<file path="src/core/nibble_core_pkg.sv">
// Shared constants, opcodes and state types of the nibble execution core
`default_nettype none
package nibble_core_pkg;
    localparam int NIB_W = 4;
    localparam int E_W = 8;
    localparam int D_W = 3;
    localparam int Z_W = 2;
    localparam int PTR_W = 10;
    localparam int PC_W = 14;
    localparam int PAGE_W = 7;
    localparam int OFF_W = 7;
    localparam int STK_DEPTH = 8;
    localparam int STK_IDX_W = 3;
    localparam int ROM_W = 8;
    localparam int ROM_HI_LSB = 4;
    localparam logic [NIB_W-1:0] NIB_RST = 4'h0;
    localparam logic [E_W-1:0] E_RST = 8'h00;
    localparam logic [D_W-1:0] D_RST = 3'h0;
    localparam logic [Z_W-1:0] Z_RST = 2'h0;
    localparam logic [PC_W-1:0] PC_RST = 14'h0000;
    localparam logic [STK_IDX_W-1:0] STK_IDX_RST = 3'h0;
    localparam logic CARRY_RST = 1'b0;
    localparam logic [PC_W-1:0] PC_STEP = 14'h0001;
    localparam logic [STK_IDX_W-1:0] STK_STEP = 3'h1;
    localparam logic [NIB_W-1:0] NIB_ONE = 4'h1;

    typedef enum logic [5:0] {
        op_nop,
        copy_b_to_acc,
        copy_y_to_acc,
        copy_acc_to_y,
        pack_e_from_b_acc,
        unpack_e_to_b_acc,
        load_d_from_acc,
        read_d_to_acc,
        read_z_to_acc,
        read_stack_index,
        rom_lookup_fetch,
        load_pointer_xy,
        load_pointer_bank,
        pointer_inc,
        pointer_dec,
        mem_to_acc_load,
        acc_mem_swap,
        swap_then_dec,
        swap_then_inc,
        add_mem_to_acc,
        add_mem_with_carry,
        add_acc_immediate,
        load_acc_immediate,
        and_mem_to_acc,
        or_mem_to_acc,
        set_carry_op,
        clear_carry_op,
        skip_if_carry_zero,
        invert_acc,
        rotate_right_thru_carry,
        return_op,
        return_skip_op
    } op_t;

    typedef enum logic [2:0] {
        alu_add,
        alu_and,
        alu_or,
        alu_not,
        alu_rar
    } alu_op_t;

    typedef enum logic [1:0] {
        ph_run,
        ph_lookup_data,
        ph_pop
    } phase_t;
endpackage : nibble_core_pkg
`default_nettype wire

</file>
<file path="src/core/core_link_if.sv">
// Links between the core, its arithmetic unit and its return stack
`timescale 1ns/10ps
`default_nettype none
interface core_link_if;
    logic [nibble_core_pkg::NIB_W-1:0] alu_a;
    logic [nibble_core_pkg::NIB_W-1:0] alu_b;
    logic alu_cin;
    nibble_core_pkg::alu_op_t alu_op;
    logic [nibble_core_pkg::NIB_W-1:0] alu_y;
    logic alu_cout;
    logic stk_we;
    logic [nibble_core_pkg::STK_IDX_W-1:0] stk_widx;
    logic [nibble_core_pkg::STK_IDX_W-1:0] stk_ridx;
    logic [nibble_core_pkg::PC_W-1:0] stk_wdata;
    logic [nibble_core_pkg::PC_W-1:0] stk_rdata;
    modport core (
        output alu_a, alu_b, alu_cin, alu_op, stk_we, stk_widx, stk_ridx,
        output stk_wdata,
        input alu_y, alu_cout, stk_rdata
    );
    modport alu (
        input alu_a, alu_b, alu_cin, alu_op,
        output alu_y, alu_cout
    );
    modport stack (
        input stk_we, stk_widx, stk_ridx, stk_wdata,
        output stk_rdata
    );
endinterface : core_link_if
`default_nettype wire

</file>
<file path="src/core/nibble_alu.sv">
// Four-bit arithmetic and logic unit with carry
`timescale 1ns/10ps
`default_nettype none
module nibble_alu (
    core_link_if.alu lnk
);
    logic [nibble_core_pkg::NIB_W:0] sum;

    always_comb begin
        sum = {1'b0, lnk.alu_a} + {1'b0, lnk.alu_b} + {4'h0, lnk.alu_cin};
        lnk.alu_y = sum[nibble_core_pkg::NIB_W-1:0];
        lnk.alu_cout = lnk.alu_cin;
        case (lnk.alu_op)
            nibble_core_pkg::alu_add: begin
                lnk.alu_cout = sum[nibble_core_pkg::NIB_W];
            end
            nibble_core_pkg::alu_and: begin
                lnk.alu_y = lnk.alu_a & lnk.alu_b;
            end
            nibble_core_pkg::alu_or: begin
                lnk.alu_y = lnk.alu_a | lnk.alu_b;
            end
            nibble_core_pkg::alu_not: begin
                lnk.alu_y = ~lnk.alu_a;
            end
            nibble_core_pkg::alu_rar: begin
                lnk.alu_y = {lnk.alu_cin, lnk.alu_a[3:1]};
                lnk.alu_cout = lnk.alu_a[0];
            end
            default: begin
                lnk.alu_y = lnk.alu_a;
            end
        endcase
    end
endmodule : nibble_alu
`default_nettype wire

</file>
<file path="src/core/return_stack_mem.sv">
// Eight-entry return address store with registered read data
`timescale 1ns/10ps
`default_nettype none
module return_stack_mem (
    input wire logic clk,
    core_link_if.stack lnk
);
    logic [nibble_core_pkg::PC_W-1:0] mem [nibble_core_pkg::STK_DEPTH];
    logic [nibble_core_pkg::PC_W-1:0] rdata;

    assign lnk.stk_rdata = rdata;

    always_ff @(posedge clk) begin
        if (lnk.stk_we) begin
            mem[lnk.stk_widx] <= lnk.stk_wdata;
        end
        rdata <= mem[lnk.stk_ridx];
    end
endmodule : return_stack_mem
`default_nettype wire

</file>
<file path="src/core/nibble_cpu_transfer_alu_ops.sv">
// Execution datapath for transfer, pointer, lookup and arithmetic operations
`timescale 1ns/10ps
`default_nettype none
module nibble_cpu_transfer_alu_ops (
    input wire logic clk,
    input wire logic rst,
    input wire logic op_valid,
    input wire nibble_core_pkg::op_t op_code,
    input wire logic [3:0] op_imm,
    input wire logic [3:0] op_imm2,
    input wire logic [6:0] op_page,
    input wire logic [3:0] ram_rdata,
    input wire logic [7:0] rom_rdata,
    output logic [9:0] ram_raddr,
    output logic ram_we,
    output logic [9:0] ram_waddr,
    output logic [3:0] ram_wdata,
    output logic [13:0] rom_addr,
    output logic busy,
    output logic skip_pending,
    output logic [3:0] acc,
    output logic [3:0] b,
    output logic [7:0] e,
    output logic [2:0] d,
    output logic [3:0] x,
    output logic [3:0] y,
    output logic [1:0] z,
    output logic carry_flag,
    output logic [13:0] pc,
    output logic [2:0] stack_index
);
    typedef struct packed {
        nibble_core_pkg::phase_t phase;
        logic busy;
        logic skip;
        logic pop_skip;
        logic [nibble_core_pkg::NIB_W-1:0] acc;
        logic [nibble_core_pkg::NIB_W-1:0] b;
        logic [nibble_core_pkg::E_W-1:0] e;
        logic [nibble_core_pkg::D_W-1:0] d;
        logic [nibble_core_pkg::NIB_W-1:0] x;
        logic [nibble_core_pkg::NIB_W-1:0] y;
        logic [nibble_core_pkg::Z_W-1:0] z;
        logic carry;
        logic [nibble_core_pkg::PC_W-1:0] pc;
        logic [nibble_core_pkg::STK_IDX_W-1:0] stack_index;
        logic ram_we;
        logic [nibble_core_pkg::PTR_W-1:0] ram_waddr;
        logic [nibble_core_pkg::NIB_W-1:0] ram_wdata;
    } core_state_t;

    core_state_t st;
    core_state_t next_st;
    logic [nibble_core_pkg::PTR_W-1:0] ram_pointer;
    logic [nibble_core_pkg::NIB_W-1:0] mem_val;

    core_link_if lnk ();

    nibble_alu i_nibble_alu (
        .lnk(lnk.alu)
    );

    return_stack_mem i_return_stack_mem (
        .clk(clk),
        .lnk(lnk.stack)
    );

    assign ram_pointer = {st.z, st.x, st.y};
    // Forward a pending write so a back-to-back read sees the new nibble
    assign mem_val = (st.ram_we && st.ram_waddr == ram_pointer) ?
                     st.ram_wdata : ram_rdata;

    always_comb begin
        next_st = st;
        next_st.ram_we = 1'b0;
        lnk.alu_a = st.acc;
        lnk.alu_b = mem_val;
        lnk.alu_cin = 1'b0;
        lnk.alu_op = nibble_core_pkg::alu_add;
        lnk.stk_we = 1'b0;
        lnk.stk_widx = st.stack_index + nibble_core_pkg::STK_STEP;
        lnk.stk_wdata = st.pc + nibble_core_pkg::PC_STEP;
        lnk.stk_ridx = st.stack_index;
        case (st.phase)
            nibble_core_pkg::ph_run: begin
                if (op_valid) begin
                    next_st.pc = st.pc + nibble_core_pkg::PC_STEP;
                    next_st.skip = 1'b0;
                    if (st.skip) begin
                        // Nullified slot, one cycle whatever it was
                        next_st.skip = 1'b0;
                    end else begin
                        case (op_code)
                            nibble_core_pkg::copy_b_to_acc: begin
                                next_st.acc = st.b;
                            end
                            nibble_core_pkg::copy_y_to_acc: begin
                                next_st.acc = st.y;
                            end
                            nibble_core_pkg::copy_acc_to_y: begin
                                next_st.y = st.acc;
                            end
                            nibble_core_pkg::pack_e_from_b_acc: begin
                                next_st.e = {st.b, st.acc};
                            end
                            nibble_core_pkg::unpack_e_to_b_acc: begin
                                next_st.b = st.e[7:4];
                                next_st.acc = st.e[3:0];
                            end
                            nibble_core_pkg::load_d_from_acc: begin
                                next_st.d = st.acc[2:0];
                            end
                            nibble_core_pkg::read_d_to_acc: begin
                                next_st.acc = {1'b0, st.d};
                            end
                            nibble_core_pkg::read_z_to_acc: begin
                                next_st.acc = {2'b00, st.z};
                            end
                            nibble_core_pkg::read_stack_index: begin
                                next_st.acc = {1'b0, st.stack_index};
                            end
                            nibble_core_pkg::rom_lookup_fetch: begin
                                lnk.stk_we = 1'b1;
                                next_st.stack_index = lnk.stk_widx;
                                next_st.pc = {op_page, st.d, st.acc};
                                next_st.phase = nibble_core_pkg::ph_lookup_data;
                            end
                            nibble_core_pkg::load_pointer_xy: begin
                                next_st.x = op_imm;
                                next_st.y = op_imm2;
                            end
                            nibble_core_pkg::load_pointer_bank: begin
                                next_st.z = op_imm[1:0];
                            end
                            nibble_core_pkg::pointer_inc: begin
                                next_st.y = st.y + nibble_core_pkg::NIB_ONE;
                            end
                            nibble_core_pkg::pointer_dec: begin
                                next_st.y = st.y - nibble_core_pkg::NIB_ONE;
                            end
                            nibble_core_pkg::mem_to_acc_load: begin
                                next_st.acc = mem_val;
                                next_st.x = st.x ^ op_imm;
                            end
                            nibble_core_pkg::acc_mem_swap,
                            nibble_core_pkg::swap_then_dec,
                            nibble_core_pkg::swap_then_inc: begin
                                next_st.acc = mem_val;
                                next_st.ram_we = 1'b1;
                                next_st.ram_waddr = ram_pointer;
                                next_st.ram_wdata = st.acc;
                                next_st.x = st.x ^ op_imm;
                                if (op_code == nibble_core_pkg::swap_then_dec) begin
                                    next_st.y = st.y - nibble_core_pkg::NIB_ONE;
                                end
                                if (op_code == nibble_core_pkg::swap_then_inc) begin
                                    next_st.y = st.y + nibble_core_pkg::NIB_ONE;
                                end
                            end
                            nibble_core_pkg::add_mem_to_acc: begin
                                next_st.acc = lnk.alu_y;
                            end
                            nibble_core_pkg::add_mem_with_carry: begin
                                lnk.alu_cin = st.carry;
                                next_st.acc = lnk.alu_y;
                                next_st.carry = lnk.alu_cout;
                            end
                            nibble_core_pkg::add_acc_immediate: begin
                                lnk.alu_b = op_imm;
                                next_st.acc = lnk.alu_y;
                            end
                            nibble_core_pkg::load_acc_immediate: begin
                                next_st.acc = op_imm;
                            end
                            nibble_core_pkg::and_mem_to_acc: begin
                                lnk.alu_op = nibble_core_pkg::alu_and;
                                next_st.acc = lnk.alu_y;
                            end
                            nibble_core_pkg::or_mem_to_acc: begin
                                lnk.alu_op = nibble_core_pkg::alu_or;
                                next_st.acc = lnk.alu_y;
                            end
                            nibble_core_pkg::set_carry_op: begin
                                next_st.carry = 1'b1;
                            end
                            nibble_core_pkg::clear_carry_op: begin
                                next_st.carry = 1'b0;
                            end
                            nibble_core_pkg::skip_if_carry_zero: begin
                                next_st.skip = ~st.carry;
                            end
                            nibble_core_pkg::invert_acc: begin
                                lnk.alu_op = nibble_core_pkg::alu_not;
                                next_st.acc = lnk.alu_y;
                            end
                            nibble_core_pkg::rotate_right_thru_carry: begin
                                lnk.alu_op = nibble_core_pkg::alu_rar;
                                lnk.alu_cin = st.carry;
                                next_st.acc = lnk.alu_y;
                                next_st.carry = lnk.alu_cout;
                            end
                            nibble_core_pkg::return_op,
                            nibble_core_pkg::return_skip_op: begin
                                next_st.pop_skip =
                                    (op_code == nibble_core_pkg::return_skip_op);
                                next_st.phase = nibble_core_pkg::ph_pop;
                            end
                            default: begin
                                next_st.acc = st.acc;
                            end
                        endcase
                    end
                end
            end
            nibble_core_pkg::ph_lookup_data: begin
                next_st.b = rom_rdata[nibble_core_pkg::ROM_W-1:
                                      nibble_core_pkg::ROM_HI_LSB];
                next_st.acc = rom_rdata[nibble_core_pkg::ROM_HI_LSB-1:0];
                next_st.pop_skip = 1'b0;
                next_st.phase = nibble_core_pkg::ph_pop;
            end
            nibble_core_pkg::ph_pop: begin
                next_st.pc = lnk.stk_rdata;
                next_st.stack_index = st.stack_index -
                                      nibble_core_pkg::STK_STEP;
                next_st.skip = st.pop_skip;
                next_st.pop_skip = 1'b0;
                next_st.phase = nibble_core_pkg::ph_run;
            end
            default: begin
                next_st.phase = nibble_core_pkg::ph_run;
            end
        endcase
        // Busy is its own flop so the port comes straight from a register
        next_st.busy = (next_st.phase != nibble_core_pkg::ph_run);
    end

    always_ff @(posedge clk) begin
        if (rst) begin
            st.phase <= nibble_core_pkg::ph_run;
            st.busy <= 1'b0;
            st.skip <= 1'b0;
            st.pop_skip <= 1'b0;
            st.acc <= nibble_core_pkg::NIB_RST;
            st.b <= nibble_core_pkg::NIB_RST;
            st.e <= nibble_core_pkg::E_RST;
            st.d <= nibble_core_pkg::D_RST;
            st.x <= nibble_core_pkg::NIB_RST;
            st.y <= nibble_core_pkg::NIB_RST;
            st.z <= nibble_core_pkg::Z_RST;
            st.carry <= nibble_core_pkg::CARRY_RST;
            st.pc <= nibble_core_pkg::PC_RST;
            st.stack_index <= nibble_core_pkg::STK_IDX_RST;
            st.ram_we <= 1'b0;
            st.ram_waddr <= {nibble_core_pkg::Z_RST, nibble_core_pkg::NIB_RST,
                             nibble_core_pkg::NIB_RST};
            st.ram_wdata <= nibble_core_pkg::NIB_RST;
        end else begin
            st <= next_st;
        end
    end

    assign ram_raddr = ram_pointer;
    assign ram_we = st.ram_we;
    assign ram_waddr = st.ram_waddr;
    assign ram_wdata = st.ram_wdata;
    assign rom_addr = st.pc;
    assign busy = st.busy;
    assign skip_pending = st.skip;
    assign acc = st.acc;
    assign b = st.b;
    assign e = st.e;
    assign d = st.d;
    assign x = st.x;
    assign y = st.y;
    assign z = st.z;
    assign carry_flag = st.carry;
    assign pc = st.pc;
    assign stack_index = st.stack_index;
endmodule : nibble_cpu_transfer_alu_ops
`default_nettype wire

</file>
<file path="config.mk">
export PLATFORM = sky130hd
export DESIGN_NAME = nibble_cpu_transfer_alu_ops
export DESIGN_NICKNAME = d
export VERILOG_FILES = /design/src/core/nibble_core_pkg.sv /design/src/core/core_link_if.sv /design/src/core/nibble_alu.sv /design/src/core/return_stack_mem.sv /design/src/core/nibble_cpu_transfer_alu_ops.sv
export SDC_FILE = /design/constraint.sdc
export NUM_CORES = 1
export LEC_CHECK = 0
export ABC_AREA = 1
export BUFFER_PORTS_ARGS = -buffer_cell sky130_fd_sc_hd__buf_4
export CAP_MARGIN = 20
export CORE_ASPECT_RATIO = 1.1
export CORE_MARGIN = 4
export CORE_UTILIZATION = 45
export CTS_CLUSTER_SIZE = 12
export DETAILED_ROUTE_END_ITERATION = 8
export HOLD_SLACK_MARGIN = 0.02
export PLACE_DENSITY_LB_ADDON = 0.08
export REMOVE_ABC_BUFFERS = 1
export SYNTH_ARGS = -nofsm -noshare
export SYNTH_HDL_FRONTEND = slang
export SYNTH_SLANG_ARGS = --single-unit
</file>
<file path="constraint.sdc">
create_clock -name clk -period 8.3 [get_ports clk]
set_input_delay 1.245 -clock clk [delete_from_list [all_inputs] [get_ports clk]]
set_output_delay 1.245 -clock clk [all_outputs]
set_load 0.005 [all_outputs]
</file>
==> impl_metrics.xml <==
<?xml version="1.0" encoding="UTF-8"?>
<metrics>
  <group name="floorplan">
    <metric name="fp.dieArea" unit="mm2">0.0244</metric>
    <metric name="placeableCoreArea" unit="mm2">0.0214</metric>
    <metric name="initial_utilization" unit="">0.460</metric>
    <metric name="pin_count" unit="">124</metric>
    <metric name="die-height" unit="um">163</metric>
    <metric name="placementRows" unit="">56</metric>
    <metric name="die_w" unit="um">149</metric>
  </group>
  <group name="finish">
    <metric name="fin_nets" unit="">1238</metric>
    <metric name="most-common-layout-cells" unit="">sky130_fd_sc_hd__nor2_1 (177), sky130_fd_sc_hd__nand2_1 (149), sky130_fd_sc_hd__buf_4 (132)</metric>
    <metric name="mostFrequentLayoutCell" unit="">sky130_fd_sc_hd__nor2_1</metric>
    <metric name="drive_gt1_frac" unit="">0.173</metric>
    <metric name="areaGrowthSynthToFinish" unit="%">12.2</metric>
    <metric name="antenna-diode-count" unit="">0</metric>
  </group>
  <group name="setup_path">
    <metric name="critical-path-slowest-cell" unit="">sky130_fd_sc_hd__nor2_2</metric>
    <metric name="worst-endpoint-arrival" unit="ns">4.05</metric>
    <metric name="critPathRequiredTime" unit="ns">8.63</metric>
    <metric name="crit_chain" unit="">buf_4 &gt; inv_1 &gt; nand2_1 &gt; nor2_2 &gt; nand2_1 &gt; o21ai_0 &gt; inv_1 &gt; fa_1 &gt; inv_1 &gt; fa_1 &gt; nor2_1 &gt; nor2_1 &gt; o21ai_1 &gt; nand3_1 &gt; nand2_1 &gt; a21oi_1</metric>
    <metric name="critical_path.startpoint_type" unit="">input pin</metric>
    <metric name="critPathKind" unit="">input pin to register</metric>
    <metric name="max_stage_delay" unit="ns">0.49</metric>
    <metric name="crit_path_end_kind" unit="">register</metric>
    <metric name="path_max_fanout" unit="">14</metric>
  </group>
  <group name="power_and_ir_drop">
    <metric name="largest_voltage_drop_on_the_vdd_net" unit="mV">0.139</metric>
    <metric name="power-per-cell-area" unit="mW/mm2">184</metric>
    <metric name="p_leak" unit="nW">4.64</metric>
  </group>
  <group name="sta">
    <metric name="final.hold.worst_slack" unit="ns">0.506</metric>
    <metric name="finalSetupViolCount" unit="">0</metric>
    <metric name="tightest_slew" unit="ns">1.05</metric>
    <metric name="minimum_clock_period_after_layout" unit="ns">3.73</metric>
    <metric name="final_hold_violation_count" unit="">0</metric>
    <metric name="rsz0062_at_grt" unit="">false</metric>
    <metric name="timing.clock.skew" unit="ns">0.0161</metric>
    <metric name="totalNegativeSetupSlack" unit="ns">0</metric>
    <metric name="finalCritPeriodShare" unit="">0.449</metric>
    <metric name="finalMaxSlewViolations" unit="">0</metric>
    <metric name="achievable-frequency" unit="MHz">268</metric>
    <metric name="slew_headroom" unit="">0.299</metric>
  </group>
  <group name="placement">
    <metric name="dp_hpwl" unit="mm">19.1</metric>
    <metric name="place.port_buffers" unit="">123</metric>
    <metric name="gp_congestion" unit="">0.932</metric>
  </group>
  <group name="cts">
    <metric name="worst_skew_pair.late_latency" unit="ns">0.44</metric>
    <metric name="cts_max_path_buffers" unit="">2</metric>
    <metric name="cts-htree-levels" unit="">4</metric>
    <metric name="tritoncts.num_buffers" unit="">17</metric>
    <metric name="cts.root.buffer_cell" unit="">sky130_fd_sc_hd__clkbuf_16</metric>
    <metric name="numClockSinks" unit="">193</metric>
    <metric name="tritoncts" unit="">built</metric>
    <metric name="post-cts-setup-buffers" unit="">0</metric>
    <metric name="cts_repair_resize_count" unit="">0</metric>
    <metric name="path_clk_slew" unit="ns">0.08</metric>
    <metric name="cts_hold_buf" unit="">0</metric>
  </group>
  <group name="yosys">
    <metric name="async_s_r_ff_share_synth" unit="">0</metric>
    <metric name="synth.cell_area" unit="mm2">0.00987</metric>
    <metric name="post_synth_num_cell_types" unit="">42</metric>
    <metric name="ys_top_cells_by_area" unit="">sky130_fd_sc_hd__edfxtp_1 (34%), sky130_fd_sc_hd__dfxtp_1 (16%), sky130_fd_sc_hd__nor2_1 (6.9%)</metric>
    <metric name="post-synth-top-area-fraction" unit="">0.341</metric>
    <metric name="synth_top_cell_by_area" unit="">sky130_fd_sc_hd__edfxtp_1</metric>
    <metric name="dominantRegCellSynth" unit="">sky130_fd_sc_hd__edfxtp_1</metric>
    <metric name="yosys_register_bits" unit="">193</metric>
    <metric name="synthesis_warnings" unit="">0</metric>
    <metric name="gate_count_after_technology_mapping" unit="">1156</metric>
    <metric name="post_synth.cell_area_avg" unit="um2">8.54</metric>
    <metric name="ys_seq_area_frac" unit="">0.505</metric>
    <metric name="synth_edf_count" unit="">112</metric>
  </group>
  <group name="routing">
    <metric name="wire_per_inst" unit="um">18.5</metric>
    <metric name="drt_wl_total" unit="mm">27.5</metric>
    <metric name="drt_drc_violations_left" unit="">0</metric>
    <metric name="drt.antenna.violating_nets" unit="">0</metric>
    <metric name="detailroute.via_count" unit="">7884</metric>
    <metric name="route.detailed.vias_per_inst" unit="">5.30</metric>
    <metric name="dr.first_iter.drc_count" unit="">579</metric>
    <metric name="drt-pass1-iter-count" unit="">6</metric>
  </group>
  <group name="global_route">
    <metric name="grt_first_pass_wirelength" unit="mm">42.7</metric>
    <metric name="antenna_violations_before_repair" unit="">0</metric>
    <metric name="grt_start_max_net_pins" unit="">61</metric>
    <metric name="first_global_vias" unit="">7545</metric>
    <metric name="global_route.overflow_total" unit="">0</metric>
    <metric name="grt_use_total" unit="">0.227</metric>
  </group>
  <group name="flow_run">
    <metric name="drv.max_cap_violation_count" unit="">0</metric>
  </group>
  <group name="run_status">
    <metric name="status" unit="">finished clean</metric>
  </group>
  <group name="worst_hold_path">
    <metric name="min_path_type" unit="">register to register</metric>
  </group>
</metrics>
## cells in the mapped netlist, drive strengths merged (2+ instances only)
cell type  count
o21ai        135
nand4         17
clkbuf        29
nand3         48
nor3           2
a221oi         4
a22oi          4
clkinv         2
buf           95
ha            16
xnor2          4
a21oi         71
a31oi         25
o211ai         6
xor2          15
inv          112
nand2        155
a41oi          2
edfxtp       112
a211oi         3
dfxtp         81
nor2         194
o22ai         16
fa             2
## report_power, final
group          leakage (nW)  internal [W]  switching, W
registers              1.69       0.00102     0.0000189
logic                  2.66     0.0000620      0.000105
clock network         0.294      0.000413      0.000419
## worst max-delay path: cells and delay by family
kind	cells	cell delay, ns
simple gates	7	1.21
compound gates	3	0.42
buf+inv	4	0.37
fa+ha+maj	2	0.78
## per-stage QoR
step | utilization | area [um2] | total power [W] | worst slack [ns] | std cells
floorplan | - | 9070 | 0.00115 | 4.12 | 1032
global placement | 0.487 | 10400 | 0.00123 | 4.22 | 1454
detailed placement | 0.487 | 10400 | 0.00123 | 4.14 | 1454
CTS | 0.515 | 11100 | 0.00206 | 4.61 | 1486
global route | 0.517 | 11100 | 0.00212 | 4.27 | 1487
finish | 0.517 | 11100 | 0.00204 | 4.57 | 1487
## state kept, by name, indices dropped and copies added (netlist names)
| signal | cells |
|---|---|
| e | 8 |
| i_return_stack_mem.mem | 112 |
| d | 3 |
| st | 3 |
| pc | 14 |
| i_return_stack_mem.lnk.stk_rdata | 14 |
| z | 2 |
| b | 4 |
| skip_pending | 1 |
| ram_wdata | 4 |
| ram_waddr | 10 |
| x | 4 |
| acc | 4 |
| ram_we | 1 |
| y | 4 |
| stack_index | 3 |
| carry_flag | 1 |
| busy | 1 |
## metal layers
metal	up-vias	global-route usage	wire (um)
li1	3876	-	-
met1	3705	0.294	11500
met2	261	0.388	13600
met3	42	0.0361	1650
met4	0	0.0770	750
met5	-	0	0
## cells by family (layout without fill, tap and decap cells)
logic type,count (synthesis),after routing,synth area share
XOR/XNOR,19,19,0.0169
adder cells (fa/ha/maj),18,18,0.0243
buffers and inverters,238,279,0.124
flip-flops,193,193,0.505
AND/OR/NAND/NOR,417,417,0.178
AO/OA/AOI/OAI,271,271,0.152
## worst paths after layout
check	from	endpoint	slack (ns)	cells past startpoint
setup / recovery	op_code[5]	acc[1]	4.57	16
hold / removal	st[62]	st[62]	0.51	2
hold reg to reg	st[62]	st[62]	0.51	2
setup reg to reg	st[66]	acc[1]	4.69	16
## area by class of cell
| class | instances | area, um2 |
|---|---|---|
| timing repair buffer | 133 | 1020 |
| tap | 290 | 363 |
| clock buffer | 18 | 429 |
| multi-input combinational | 725 | 3670 |
| fill | 2134 | 10400 |
| sequential | 193 | 4990 |
| clock inverter | 14 | 183 |
| inverter | 114 | 428 |
(Power assumes the default switching activity.)
